**src/verilog/csje_map.vh**
```
// Constants for the shift, jump and immediate execution unit.
// Assumes a 16-bit word machine with flag bit 0 as the leftmost flag.
`ifndef CSJE_MAP_VH
`define CSJE_MAP_VH

// ----------------------------------------------------------------------
// Operation codes on the op_i port
// ----------------------------------------------------------------------
`define CSJE_OP_SHL_ARITH 5'h00
`define CSJE_OP_SHR_ARITH 5'h01
`define CSJE_OP_ROT_RIGHT 5'h02
`define CSJE_OP_SHR_LOGIC 5'h03
`define CSJE_OP_BRANCH 5'h04
`define CSJE_OP_ADD_IMM 5'h05
`define CSJE_OP_AND_IMM 5'h06
`define CSJE_OP_CMP_IMM 5'h07
`define CSJE_OP_LOAD_IMM 5'h08
`define CSJE_OP_OR_IMM 5'h09
`define CSJE_OP_WP_IMM 5'h0a
`define CSJE_OP_LMASK_IMM 5'h0b
`define CSJE_OP_STORE_FLAG 5'h0c
`define CSJE_OP_LOAD_FLAG 5'h0d
`define CSJE_OP_STORE_WP 5'h0e
`define CSJE_OP_LOAD_WP 5'h0f
`define CSJE_OP_RETURN 5'h10
`define CSJE_OP_CTX_CALL 5'h11
`define CSJE_OP_EXECUTE 5'h12

// ----------------------------------------------------------------------
// Branch condition codes on the cond_i port
// ----------------------------------------------------------------------
`define CSJE_BR_ALWAYS 4'h0
`define CSJE_BR_EQUAL 4'h1
`define CSJE_BR_GREATER 4'h2
`define CSJE_BR_ABOVE 4'h3
`define CSJE_BR_ABOVE_EQ 4'h4
`define CSJE_BR_BELOW 4'h5
`define CSJE_BR_BELOW_EQ 4'h6
`define CSJE_BR_LESS 4'h7
`define CSJE_BR_NO_CARRY 4'h8
`define CSJE_BR_NOT_EQUAL 4'h9
`define CSJE_BR_NO_OVFL 4'h0a
`define CSJE_BR_ON_CARRY 4'h0b
`define CSJE_BR_ODD_PAR 4'h0c

// ----------------------------------------------------------------------
// Flag word bit positions (bit 15 is the most significant bit)
// ----------------------------------------------------------------------
`define CSJE_FL_LGT 15
`define CSJE_FL_AGT 14
`define CSJE_FL_EQ 13
`define CSJE_FL_C 12
`define CSJE_FL_OV 11
`define CSJE_FL_OP 10
`define CSJE_MASK_HI 3
`define CSJE_MASK_LO 0

// ----------------------------------------------------------------------
// Workspace register numbers and reset values
// ----------------------------------------------------------------------
`define CSJE_WR_OLD_WP 4'hd
`define CSJE_WR_OLD_PC 4'he
`define CSJE_WR_OLD_FLAG 4'hf
`define CSJE_RST_FLAG 16'h0000
`define CSJE_RST_WP 16'h0000
`define CSJE_RST_PC 16'h0000

`endif

```
**src/verilog/csje_exec.v**
```verilog
// Execution unit for shifts, branches, immediates and context moves.
// Assumes a decoder presents one operation per start pulse and that
// workspace memory holds read data stable within the strobe cycle.
//
// Functional notes
// - Left arithmetic shift moves bits up and fills the low end with 0.
// - Right arithmetic shift fills vacated high bits with the old sign.
// - Right rotate moves the bit leaving the bottom into the top.
// - Right logical shift fills vacated high bits with zeros.
// - Above branches if flag 0 set and flag 2 clear; equal on flag 2.
// - Above-or-equal branches when flag 0 or flag 2 is set.
// - Below branches only when flags 0 and 2 are both clear.
// - Below-or-equal branches when flag 0 is clear or flag 2 set.
// - Less branches when flags 1 and 2 are clear; greater on flag 1.
// - Compare immediate sets flags only; add, and, or and load immediates write back.
// - Loading the pointer immediately leaves the flag word unchanged.
// - Mask load copies operand bits 12 to 15 into flag bits 12 to 15.
// - Return restores flags from 15, counter from 14, pointer from 13.
// - Execute runs the target instruction then resumes after itself.
// - Context call saves pointer, counter, flags into new regs 13-15.
`timescale 1ns/1ps
`include "csje_map.vh"

module csje_exec #(
  parameter W = 16
) (
  input wire clk_i,
  input wire rst_n_i,
  input wire ce_i,
  input wire start_i,
  input wire [4:0] op_i,
  input wire [3:0] cond_i,
  input wire [3:0] reg_i,
  input wire [3:0] cnt_i,
  input wire [W-1:0] imm_i,
  input wire [W-1:0] disp_i,
  input wire [W-1:0] mem_rdata_i,
  output wire busy_o,
  output reg done_o,
  output reg mem_rd_o,
  output reg mem_wr_o,
  output reg [W-1:0] mem_addr_o,
  output reg [W-1:0] mem_wdata_o,
  output reg exec_fetch_o,
  output reg [W-1:0] exec_addr_o,
  output wire [W-1:0] flag_word_o,
  output wire [W-1:0] wp_o,
  output wire [W-1:0] pc_o
);

  // --------------------------------------------------------------------
  // States
  // --------------------------------------------------------------------
  localparam S_IDLE = 6'b000001;
  localparam S_RD = 6'b000010;
  localparam S_WAIT = 6'b000100;
  localparam S_WR = 6'b001000;
  localparam S_SEQ = 6'b010000;
  localparam S_DONE = 6'b100000;

  reg [5:0] st_ff;
  reg [5:0] nxt_st;
  reg [W-1:0] flag_ff;
  reg [W-1:0] nxt_flag;
  reg [W-1:0] wp_ff;
  reg [W-1:0] nxt_wp;
  reg [W-1:0] pc_ff;
  reg [W-1:0] nxt_pc;
  reg [4:0] op_ff;
  reg [3:0] cond_ff;
  reg [3:0] reg_ff;
  reg [3:0] cnt_ff;
  reg [W-1:0] imm_ff;
  reg [W-1:0] ctx_wp_ff;
  reg [W-1:0] nxt_ctx_wp;
  reg [1:0] step_ff;
  reg [1:0] nxt_step;
  reg [W-1:0] opnd_ff;
  reg [W-1:0] nxt_opnd;
  reg nxt_rd;
  reg nxt_wr;
  reg [W-1:0] nxt_addr;
  reg [W-1:0] nxt_wdata;
  reg nxt_done;
  reg nxt_xf;
  reg [W-1:0] nxt_xaddr;
  reg take;
  reg [W-1:0] res;
  reg [W:0] sum;
  reg [W-1:0] cmp;
  wire [W-1:0] sh_res;
  wire sh_c;
  wire [3:0] sh_cnt;

  assign busy_o = ~st_ff[0];
  assign flag_word_o = flag_ff;
  assign wp_o = wp_ff;
  assign pc_o = pc_ff;
  // A zero count in the instruction takes the count from the low four bits of the shifted word.
  assign sh_cnt = (cnt_ff == 4'h0) ? opnd_ff[3:0] : cnt_ff;

  csje_shifter #(
    .W(W)
  ) u_shift (
    .val_i(opnd_ff),
    .cnt_i(sh_cnt),
    .op_i(op_ff),
    .res_o(sh_res),
    .carry_o(sh_c)
  );

  function [W-1:0] waddr;
    input [W-1:0] base;
    input [3:0] idx;
    begin
      waddr = base + {{(W-5){1'b0}}, idx, 1'b0};
    end
  endfunction

  // Flag bit n counts from the most significant end of the word.
  function fl;
    input [W-1:0] f;
    input integer n;
    begin
      fl = f[W-1-n];
    end
  endfunction

  // --------------------------------------------------------------------
  // Branch condition
  // --------------------------------------------------------------------
  always @* begin
    take = 1'b0;
    case (cond_ff)
      `CSJE_BR_ALWAYS: take = 1'b1;
      `CSJE_BR_EQUAL: take = fl(flag_ff, 2);
      `CSJE_BR_GREATER: take = fl(flag_ff, 1);
      `CSJE_BR_ABOVE: take = fl(flag_ff, 0) & ~fl(flag_ff, 2);
      `CSJE_BR_ABOVE_EQ: take = fl(flag_ff, 0) | fl(flag_ff, 2);
      `CSJE_BR_BELOW: take = ~fl(flag_ff, 0) & ~fl(flag_ff, 2);
      `CSJE_BR_BELOW_EQ: take = ~fl(flag_ff, 0) | fl(flag_ff, 2);
      `CSJE_BR_LESS: take = ~fl(flag_ff, 1) & ~fl(flag_ff, 2);
      `CSJE_BR_NO_CARRY: take = ~fl(flag_ff, 3);
      `CSJE_BR_NOT_EQUAL: take = ~fl(flag_ff, 2);
      `CSJE_BR_NO_OVFL: take = ~fl(flag_ff, 4);
      `CSJE_BR_ON_CARRY: take = fl(flag_ff, 3);
      `CSJE_BR_ODD_PAR: take = fl(flag_ff, 5);
      default: take = 1'b0;
    endcase
  end

  // --------------------------------------------------------------------
  // Sequencer
  // --------------------------------------------------------------------
  always @* begin
    nxt_st = st_ff;
    nxt_flag = flag_ff;
    nxt_wp = wp_ff;
    nxt_pc = pc_ff;
    nxt_ctx_wp = ctx_wp_ff;
    nxt_step = step_ff;
    nxt_opnd = opnd_ff;
    nxt_rd = 1'b0;
    nxt_wr = 1'b0;
    nxt_addr = mem_addr_o;
    nxt_wdata = mem_wdata_o;
    nxt_done = 1'b0;
    nxt_xf = 1'b0;
    nxt_xaddr = exec_addr_o;
    res = opnd_ff;
    sum = {1'b0, opnd_ff} + {1'b0, imm_ff};
    cmp = opnd_ff - imm_ff;
    case (st_ff)
      S_IDLE: begin
        if (start_i) begin
          nxt_step = 2'h0;
          case (op_i)
            `CSJE_OP_BRANCH: begin
              nxt_st = S_DONE;
            end
            `CSJE_OP_WP_IMM: begin
              nxt_wp = imm_i;
              nxt_st = S_DONE;
            end
            `CSJE_OP_LMASK_IMM: begin
              nxt_flag = {flag_ff[W-1:4], imm_i[`CSJE_MASK_HI:`CSJE_MASK_LO]};
              nxt_st = S_DONE;
            end
            `CSJE_OP_STORE_FLAG: begin
              nxt_opnd = flag_ff;
              nxt_st = S_WR;
            end
            `CSJE_OP_STORE_WP: begin
              nxt_opnd = wp_ff;
              nxt_st = S_WR;
            end
            `CSJE_OP_LOAD_IMM: begin
              nxt_opnd = imm_i;
              nxt_st = S_WR;
            end
            `CSJE_OP_CTX_CALL: begin
              nxt_rd = 1'b1;
              nxt_addr = disp_i;
              nxt_st = S_WAIT;
            end
            `CSJE_OP_RETURN: begin
              nxt_rd = 1'b1;
              nxt_addr = waddr(wp_ff, `CSJE_WR_OLD_FLAG);
              nxt_st = S_WAIT;
            end
            `CSJE_OP_EXECUTE: begin
              nxt_xf = 1'b1;
              nxt_xaddr = disp_i;
              nxt_st = S_DONE;
            end
            default: begin
              nxt_rd = 1'b1;
              nxt_addr = waddr(wp_ff, reg_i);
              nxt_st = S_WAIT;
            end
          endcase
        end
      end
      S_WAIT: begin
        nxt_opnd = mem_rdata_i;
        nxt_st = S_RD;
      end
      S_RD: begin
        nxt_st = S_WR;
        case (op_ff)
          `CSJE_OP_ADD_IMM: begin
            res = sum[W-1:0];
            nxt_flag[`CSJE_FL_C] = sum[W];
            nxt_flag[`CSJE_FL_OV] = (opnd_ff[W-1] == imm_ff[W-1]) &
              (sum[W-1] != opnd_ff[W-1]);
          end
          `CSJE_OP_AND_IMM: res = opnd_ff & imm_ff;
          `CSJE_OP_OR_IMM: res = opnd_ff | imm_ff;
          `CSJE_OP_CMP_IMM: begin
            nxt_flag[`CSJE_FL_LGT] = opnd_ff > imm_ff;
            nxt_flag[`CSJE_FL_AGT] = $signed(opnd_ff) > $signed(imm_ff);
            nxt_flag[`CSJE_FL_EQ] = cmp == {W{1'b0}};
            nxt_st = S_DONE;
          end
          `CSJE_OP_LOAD_FLAG: begin
            nxt_flag = opnd_ff;
            nxt_st = S_DONE;
          end
          `CSJE_OP_LOAD_WP: begin
            nxt_wp = opnd_ff;
            nxt_st = S_DONE;
          end
          `CSJE_OP_RETURN: begin
            nxt_st = S_SEQ;
          end
          `CSJE_OP_CTX_CALL: begin
            nxt_st = S_SEQ;
          end
          default: begin
            res = sh_res;
            nxt_flag[`CSJE_FL_C] = sh_c;
          end
        endcase
        if (nxt_st == S_WR) begin
          nxt_flag[`CSJE_FL_LGT] = res != {W{1'b0}};
          nxt_flag[`CSJE_FL_AGT] = ~res[W-1] & (res != {W{1'b0}});
          nxt_flag[`CSJE_FL_EQ] = res == {W{1'b0}};
          nxt_opnd = res;
        end
      end
      S_WR: begin
        nxt_wr = 1'b1;
        nxt_addr = waddr(wp_ff, reg_ff);
        nxt_wdata = opnd_ff;
        nxt_st = S_DONE;
      end
      S_SEQ: begin
        nxt_step = step_ff + 2'h1;
        if (op_ff == `CSJE_OP_RETURN) begin
          // restore in order 15, 14, 13
          case (step_ff)
            2'h0: begin
              nxt_flag = opnd_ff;
              nxt_rd = 1'b1;
              nxt_addr = waddr(wp_ff, `CSJE_WR_OLD_PC);
              nxt_st = S_WAIT;
            end
            2'h1: begin
              nxt_pc = opnd_ff;
              nxt_rd = 1'b1;
              nxt_addr = waddr(wp_ff, `CSJE_WR_OLD_WP);
              nxt_st = S_WAIT;
            end
            default: begin
              nxt_wp = opnd_ff;
              nxt_st = S_DONE;
            end
          endcase
        end else begin
          // save old context into new 13-15
          case (step_ff)
            2'h0: begin
              nxt_ctx_wp = opnd_ff;
              nxt_wr = 1'b1;
              nxt_addr = waddr(opnd_ff, `CSJE_WR_OLD_WP);
              nxt_wdata = wp_ff;
            end
            2'h1: begin
              nxt_wr = 1'b1;
              nxt_addr = waddr(ctx_wp_ff, `CSJE_WR_OLD_PC);
              nxt_wdata = pc_ff;
            end
            default: begin
              nxt_wr = 1'b1;
              nxt_addr = waddr(ctx_wp_ff, `CSJE_WR_OLD_FLAG);
              nxt_wdata = flag_ff;
              nxt_wp = ctx_wp_ff;
              nxt_st = S_DONE;
            end
          endcase
        end
      end
      S_DONE: begin
        nxt_done = 1'b1;
        if (op_ff == `CSJE_OP_BRANCH && take) begin
          nxt_pc = pc_ff + disp_i;
        end
        nxt_st = S_IDLE;
      end
      default: nxt_st = S_IDLE;
    endcase
  end

  // --------------------------------------------------------------------
  // State registers
  // --------------------------------------------------------------------
  // Freezing on ce_i keeps the memory strobes aligned with the fetcher.
  always @(posedge clk_i or negedge rst_n_i) begin
    if (!rst_n_i) begin
      st_ff <= S_IDLE;
      flag_ff <= `CSJE_RST_FLAG;
      wp_ff <= `CSJE_RST_WP;
      pc_ff <= `CSJE_RST_PC;
      op_ff <= 5'h00;
      cond_ff <= 4'h0;
      reg_ff <= 4'h0;
      cnt_ff <= 4'h0;
      imm_ff <= {W{1'b0}};
      ctx_wp_ff <= {W{1'b0}};
      step_ff <= 2'h0;
      opnd_ff <= {W{1'b0}};
      mem_rd_o <= 1'b0;
      mem_wr_o <= 1'b0;
      mem_addr_o <= {W{1'b0}};
      mem_wdata_o <= {W{1'b0}};
      done_o <= 1'b0;
      exec_fetch_o <= 1'b0;
      exec_addr_o <= {W{1'b0}};
    end else if (ce_i) begin
      st_ff <= nxt_st;
      flag_ff <= nxt_flag;
      wp_ff <= nxt_wp;
      pc_ff <= nxt_pc;
      ctx_wp_ff <= nxt_ctx_wp;
      step_ff <= nxt_step;
      opnd_ff <= nxt_opnd;
      mem_rd_o <= nxt_rd;
      mem_wr_o <= nxt_wr;
      mem_addr_o <= nxt_addr;
      mem_wdata_o <= nxt_wdata;
      done_o <= nxt_done;
      exec_fetch_o <= nxt_xf;
      exec_addr_o <= nxt_xaddr;
      if (st_ff[0] && start_i) begin
        op_ff <= op_i;
        cond_ff <= cond_i;
        reg_ff <= reg_i;
        cnt_ff <= cnt_i;
        imm_ff <= imm_i;
      end
    end
  end

endmodule // csje_exec

```
**src/verilog/csje_shifter.v**
```verilog
// Barrel shifter for the four shift operations on a workspace word.
// Assumes the count is already resolved, zero meaning no movement.
`timescale 1ns/1ps
`include "csje_map.vh"

module csje_shifter #(
  parameter W = 16
) (
  input wire [W-1:0] val_i,
  input wire [3:0] cnt_i,
  input wire [4:0] op_i,
  output reg [W-1:0] res_o,
  output reg carry_o
);

  reg [W-1:0] v;
  reg c;
  integer k;

  always @* begin
    v = val_i;
    c = 1'b0;
    for (k = 0; k < W; k = k + 1) begin
      if (k < cnt_i) begin
        case (op_i)
          `CSJE_OP_SHL_ARITH: begin
            c = v[W-1];
            v = {v[W-2:0], 1'b0};
          end
          `CSJE_OP_SHR_ARITH: begin
            c = v[0];
            v = {v[W-1], v[W-1:1]};
          end
          `CSJE_OP_ROT_RIGHT: begin
            c = v[0];
            v = {v[0], v[W-1:1]};
          end
          default: begin
            c = v[0];
            v = {1'b0, v[W-1:1]};
          end
        endcase
      end
    end
    res_o = v;
    carry_o = c;
  end

endmodule // csje_shifter

```
**config.mk**
```make
export PLATFORM = sky130hd
export DESIGN_NAME = csje_exec
export DESIGN_NICKNAME = d
export VERILOG_FILES = /design/src/verilog/csje_exec.v /design/src/verilog/csje_shifter.v
export VERILOG_INCLUDE_DIRS = /design/src /design/src/verilog
export SDC_FILE = /design/constraint.sdc
export NUM_CORES = 1
export LEC_CHECK = 0
export CAP_MARGIN = 20
export CORE_ASPECT_RATIO = 1.5
export CORE_MARGIN = 2
export CORE_UTILIZATION = 35
export DETAILED_ROUTE_END_ITERATION = 7
export DONT_BUFFER_PORTS = 1
export PLACE_DENSITY = 0.45
export SYNTH_ARGS = -nofsm -noshare
export SYNTH_HDL_FRONTEND = slang
export SYNTH_SLANG_ARGS = --single-unit
```
**constraint.sdc**
```tcl
create_clock -name clk_i -period 11 [get_ports clk_i]
set_input_delay 2.75 -clock clk_i [delete_from_list [all_inputs] [get_ports clk_i]]
set_output_delay 2.75 -clock clk_i [all_outputs]
set_load 0.1 [all_outputs]
```
==> summary.md <==
| Metric | Value |
|---|---|
| Clk sinks | `173` |
| Worst Max-Slew Pin Slew | `1.23 ns` |
| Slew headroom | `17.8%` |
| CP cell instances | `or3_1 > nor2_1 > nand4_1 > a31oi_2 > nor4_1 > o21ai_1 > nor2_1 > nor4_1 > nand3_1 > or4_1 > a21oi_1 > a22oi_1 > a31oi_1 > a221oi_1 > nor4bb_1 > and4_1 > a211oi_2` |
| DR vias | `21.8k` |
| Reg clk slew, reported paths | `0.07 ns` |
| Fmax | `0.139 GHz` |
| Reg2reg setup slack | `3.82 ns` |
| First-pass GRT wire length | `154 mm` |
| Drt first pass iters | `8` |
| Critical path arrival | `7.57 ns` |
| Remaining DRCs | `8` |
| Hold WS | `0.496 ns` |
| Remaining antenna violation count after routing | `0` |
| Final std cells w/o fill | `3194` |
| Fin Setup TNS | `0 ns` |
| Buf+Inv Stages, Crit Path | `0` |
| Die H | `288 um` |
| Most frequent cell after synthesis | `a21oi_1` |
| Port Buffers | `0` |
| CP max FO | `17` |
| Met1 Use GR | `37.5%` |
| RSZ-0062 raised after global routing | `no` |
| H-tree depth | `4` |
| Core Region | `53400 sq um` |
| Seq cells post-synth | `173` |
| CP max-delay cell | `nor2_1` |
| Area share of the largest cell type after synthesis | `22.9%` |
| CP peak stage delay | `0.95 ns` |
| DR iter-0 viols | `2341` |
| Via density | `6.81` |
| Seq/Total Area, Yosys | `23.1%` |
| Clock insertion delay at the later pin of the skew report | `0.47 ns` |
| Min Tclk post-route | `7.18 ns` |
| Nets | `2639` |
| Post-Syn Instances | `2563` |
| Status | `complete, but fails checks` |
| Share of cells above drive strength 1 | `10.2%` |
| Total GRT Usage | `38.6%` |
| FF-to-FF Start | `op_ff[3]` |
| Post-cts sizing count | `0` |
| Final Util | `38.0%` |
| Critical Path Sink Type | `register` |
| GR peak layer | `met2` |
| Setup violations, final | `0` |
| Worst Hold End | `step_ff[1]` |
| Wire per inst | `33.7 um` |
| Max-slew violations | `0` |
| Leading area contributor after synthesis | `dfrtp_1` |
| Critical path startpoint category | `register` |
| Grt total ovfl | `0` |
| Cts hold-fix bufs | `0` |
| Pin count of the biggest net entering global routing | `174` |
| DP Wirelength | `82.1 mm` |
| RePlAce Congestion | `1.06` |
| Post-synth EDFFs | `0` |
| R2R depth | `17` |
| Worst R2R End | `flag_word_o[14]` |
| Clk root buf | `clkbuf_16` |
| Initial Utilization | `35.2%` |
| Placed cells | `3149` |
| Most instantiated cells after synthesis | `272 x a21oi_1, 265 x nor2_1, 261 x nand2_1` |
| Final Hold Fails | `0` |
| Worst hold start | `step_ff[1]` |
| Critical Path RT | `11.39 ns` |
| Setup crit start | `op_ff[3]` |
| Post-CTS setup buffers | `0` |
| GR Util met2 | `66.9%` |
| Post-Route WL | `107 mm` |
| Layout Area Growth over Synthesis | `8.01%` |
| CTS Buf Count | `17` |
| CP Class | `reg -> reg` |
| Top cells by area, synth | `dfrtp_1 23%, a21oi_1 7.2%, ha_1 5.3%, nor2_1 5.3%, nand2_1 5.2%` |
| Failing checks | `design-rule violations` |
| Max cap viols | `0` |
| Die Footprint | `55600 sq um` |
| Mapped Area | `18800 sq um` |
| Syn nets | `2717` |
| Asr flop ratio synth | `100%` |
| Crit-path leading delay family | `simple AND/OR/NAND/NOR gates` |
| Mean Syn Cell Area | `7.33 sq um` |
| Unique cell type count in the Yosys netlist | `102` |
| Met3 Usage GRT | `11.0%` |
| Worst min-delay path class | `reg -> reg` |
| Clock Skews | `0.0148 ns` |
| Number of global-route vias before repair | `21.5k` |
| Site Rows | `104` |
| Die width | `193 um` |
| Fin crit share | `65.3%` |
| Clk buf depth | `2` |
| Prevailing post-synth register cell | `dfrtp_1` |
| Hold path cells | `1` |
| Yosys synthesis warning count | `0` |
| CTS tree | `built` |
| Antenna violations before repair | `9` |
| # IOs | `170` |
sequential cells by signal (all words and copies together), names as in the netlist, 5 cells and up:
name         cells
mem_addr_o      16
mem_wdata_o     16
op_ff            5
exec_addr_o     16
opnd_ff         16
flag_word_o     16
ctx_wp_ff       16
imm_ff          16
pc_o            16
st_ff            6
wp_o            16
layout by cell type, fill, tap and decap left out, types with 17 or more instances in the layout:
| master | count |
|---|---|
| o211ai_1 | 33 |
| o21ai_0 | 190 |
| buf_4 | 99 |
| a211oi_1 | 37 |
| nand4_1 | 22 |
| mux2i_1 | 22 |
| nand2_1 | 260 |
| a221o_1 | 17 |
| nor3_1 | 76 |
| o21bai_1 | 22 |
| clkbuf_16 | 17 |
| o22ai_1 | 26 |
| inv_1 | 88 |
| nand2b_1 | 19 |
| a22oi_1 | 36 |
| a222oi_1 | 28 |
| a21oi_1 | 272 |
| mux2_2 | 53 |
| nand3_1 | 86 |
| a31oi_1 | 43 |
| ha_1 | 80 |
| nor4_1 | 23 |
| a221oi_1 | 33 |
| xnor2_1 | 74 |
| nor2_1 | 265 |
| o31ai_1 | 32 |
| o21ai_1 | 27 |
| a21o_1 | 27 |
| dfrtp_1 | 172 |
metal layers:
metal | vias up | share of wire [%] | wire, um
met5 | - | 0.078 | 84
met4 | 6 | 9.9 | 10600
met3 | 511 | 8.3 | 8950
met2 | 1379 | 49 | 53100
met1 | 10436 | 32 | 34700
li1 | 9428 | - | -
logic make-up after synthesis:
| logic type | after synthesis | share of synthesized area (%) |
|---|---|---|
| AO/OA/AOI/OAI | 983 | 34.7 |
| AND/OR/NAND/NOR | 865 | 21.5 |
| buffers and inverters | 292 | 6.30 |
| flip-flops | 173 | 23.1 |
| XOR/XNOR | 90 | 4.20 |
| adder cells (fa/ha/maj) | 85 | 5.86 |
| multiplexers | 75 | 4.35 |
how the worst max path moves through the flow:
stage                            endpoint  slack [ns]  cells after the start
after global placement    flag_word_o[14]        4.15                     17
after CTS                 flag_word_o[14]        4.17                     17
after detailed placement  flag_word_o[14]        4.20                     17
final                     flag_word_o[14]        3.82                     17
after global routing      flag_word_o[14]        3.79                     17
after floorplan                  pc_o[15]        5.44                     18
metrics by stage:
stage                     setup WS (ns)  area, sq um
after CTS                          4.17        20200
after floorplan                    5.44        18800
after global placement             4.15        19600
final                              3.82        20300
after detailed placement           4.20        19600
after global routing               3.79        20300
area by class of cell:
type	count	area (sq um)
Antenna cell	7	17.5
Clock buffer	17	425
Clock inverter	15	163
Fill cell	5774	33100
Inverter	92	345
Multi-Input combinational cell	2098	13300
Sequential cell	173	4330
Tap cell	689	862
Timing Repair Buffer	103	801
Power is left out: the tool's default activity adds up to more than one toggle a clock period on the data nets, which glitch-free logic cannot reach.
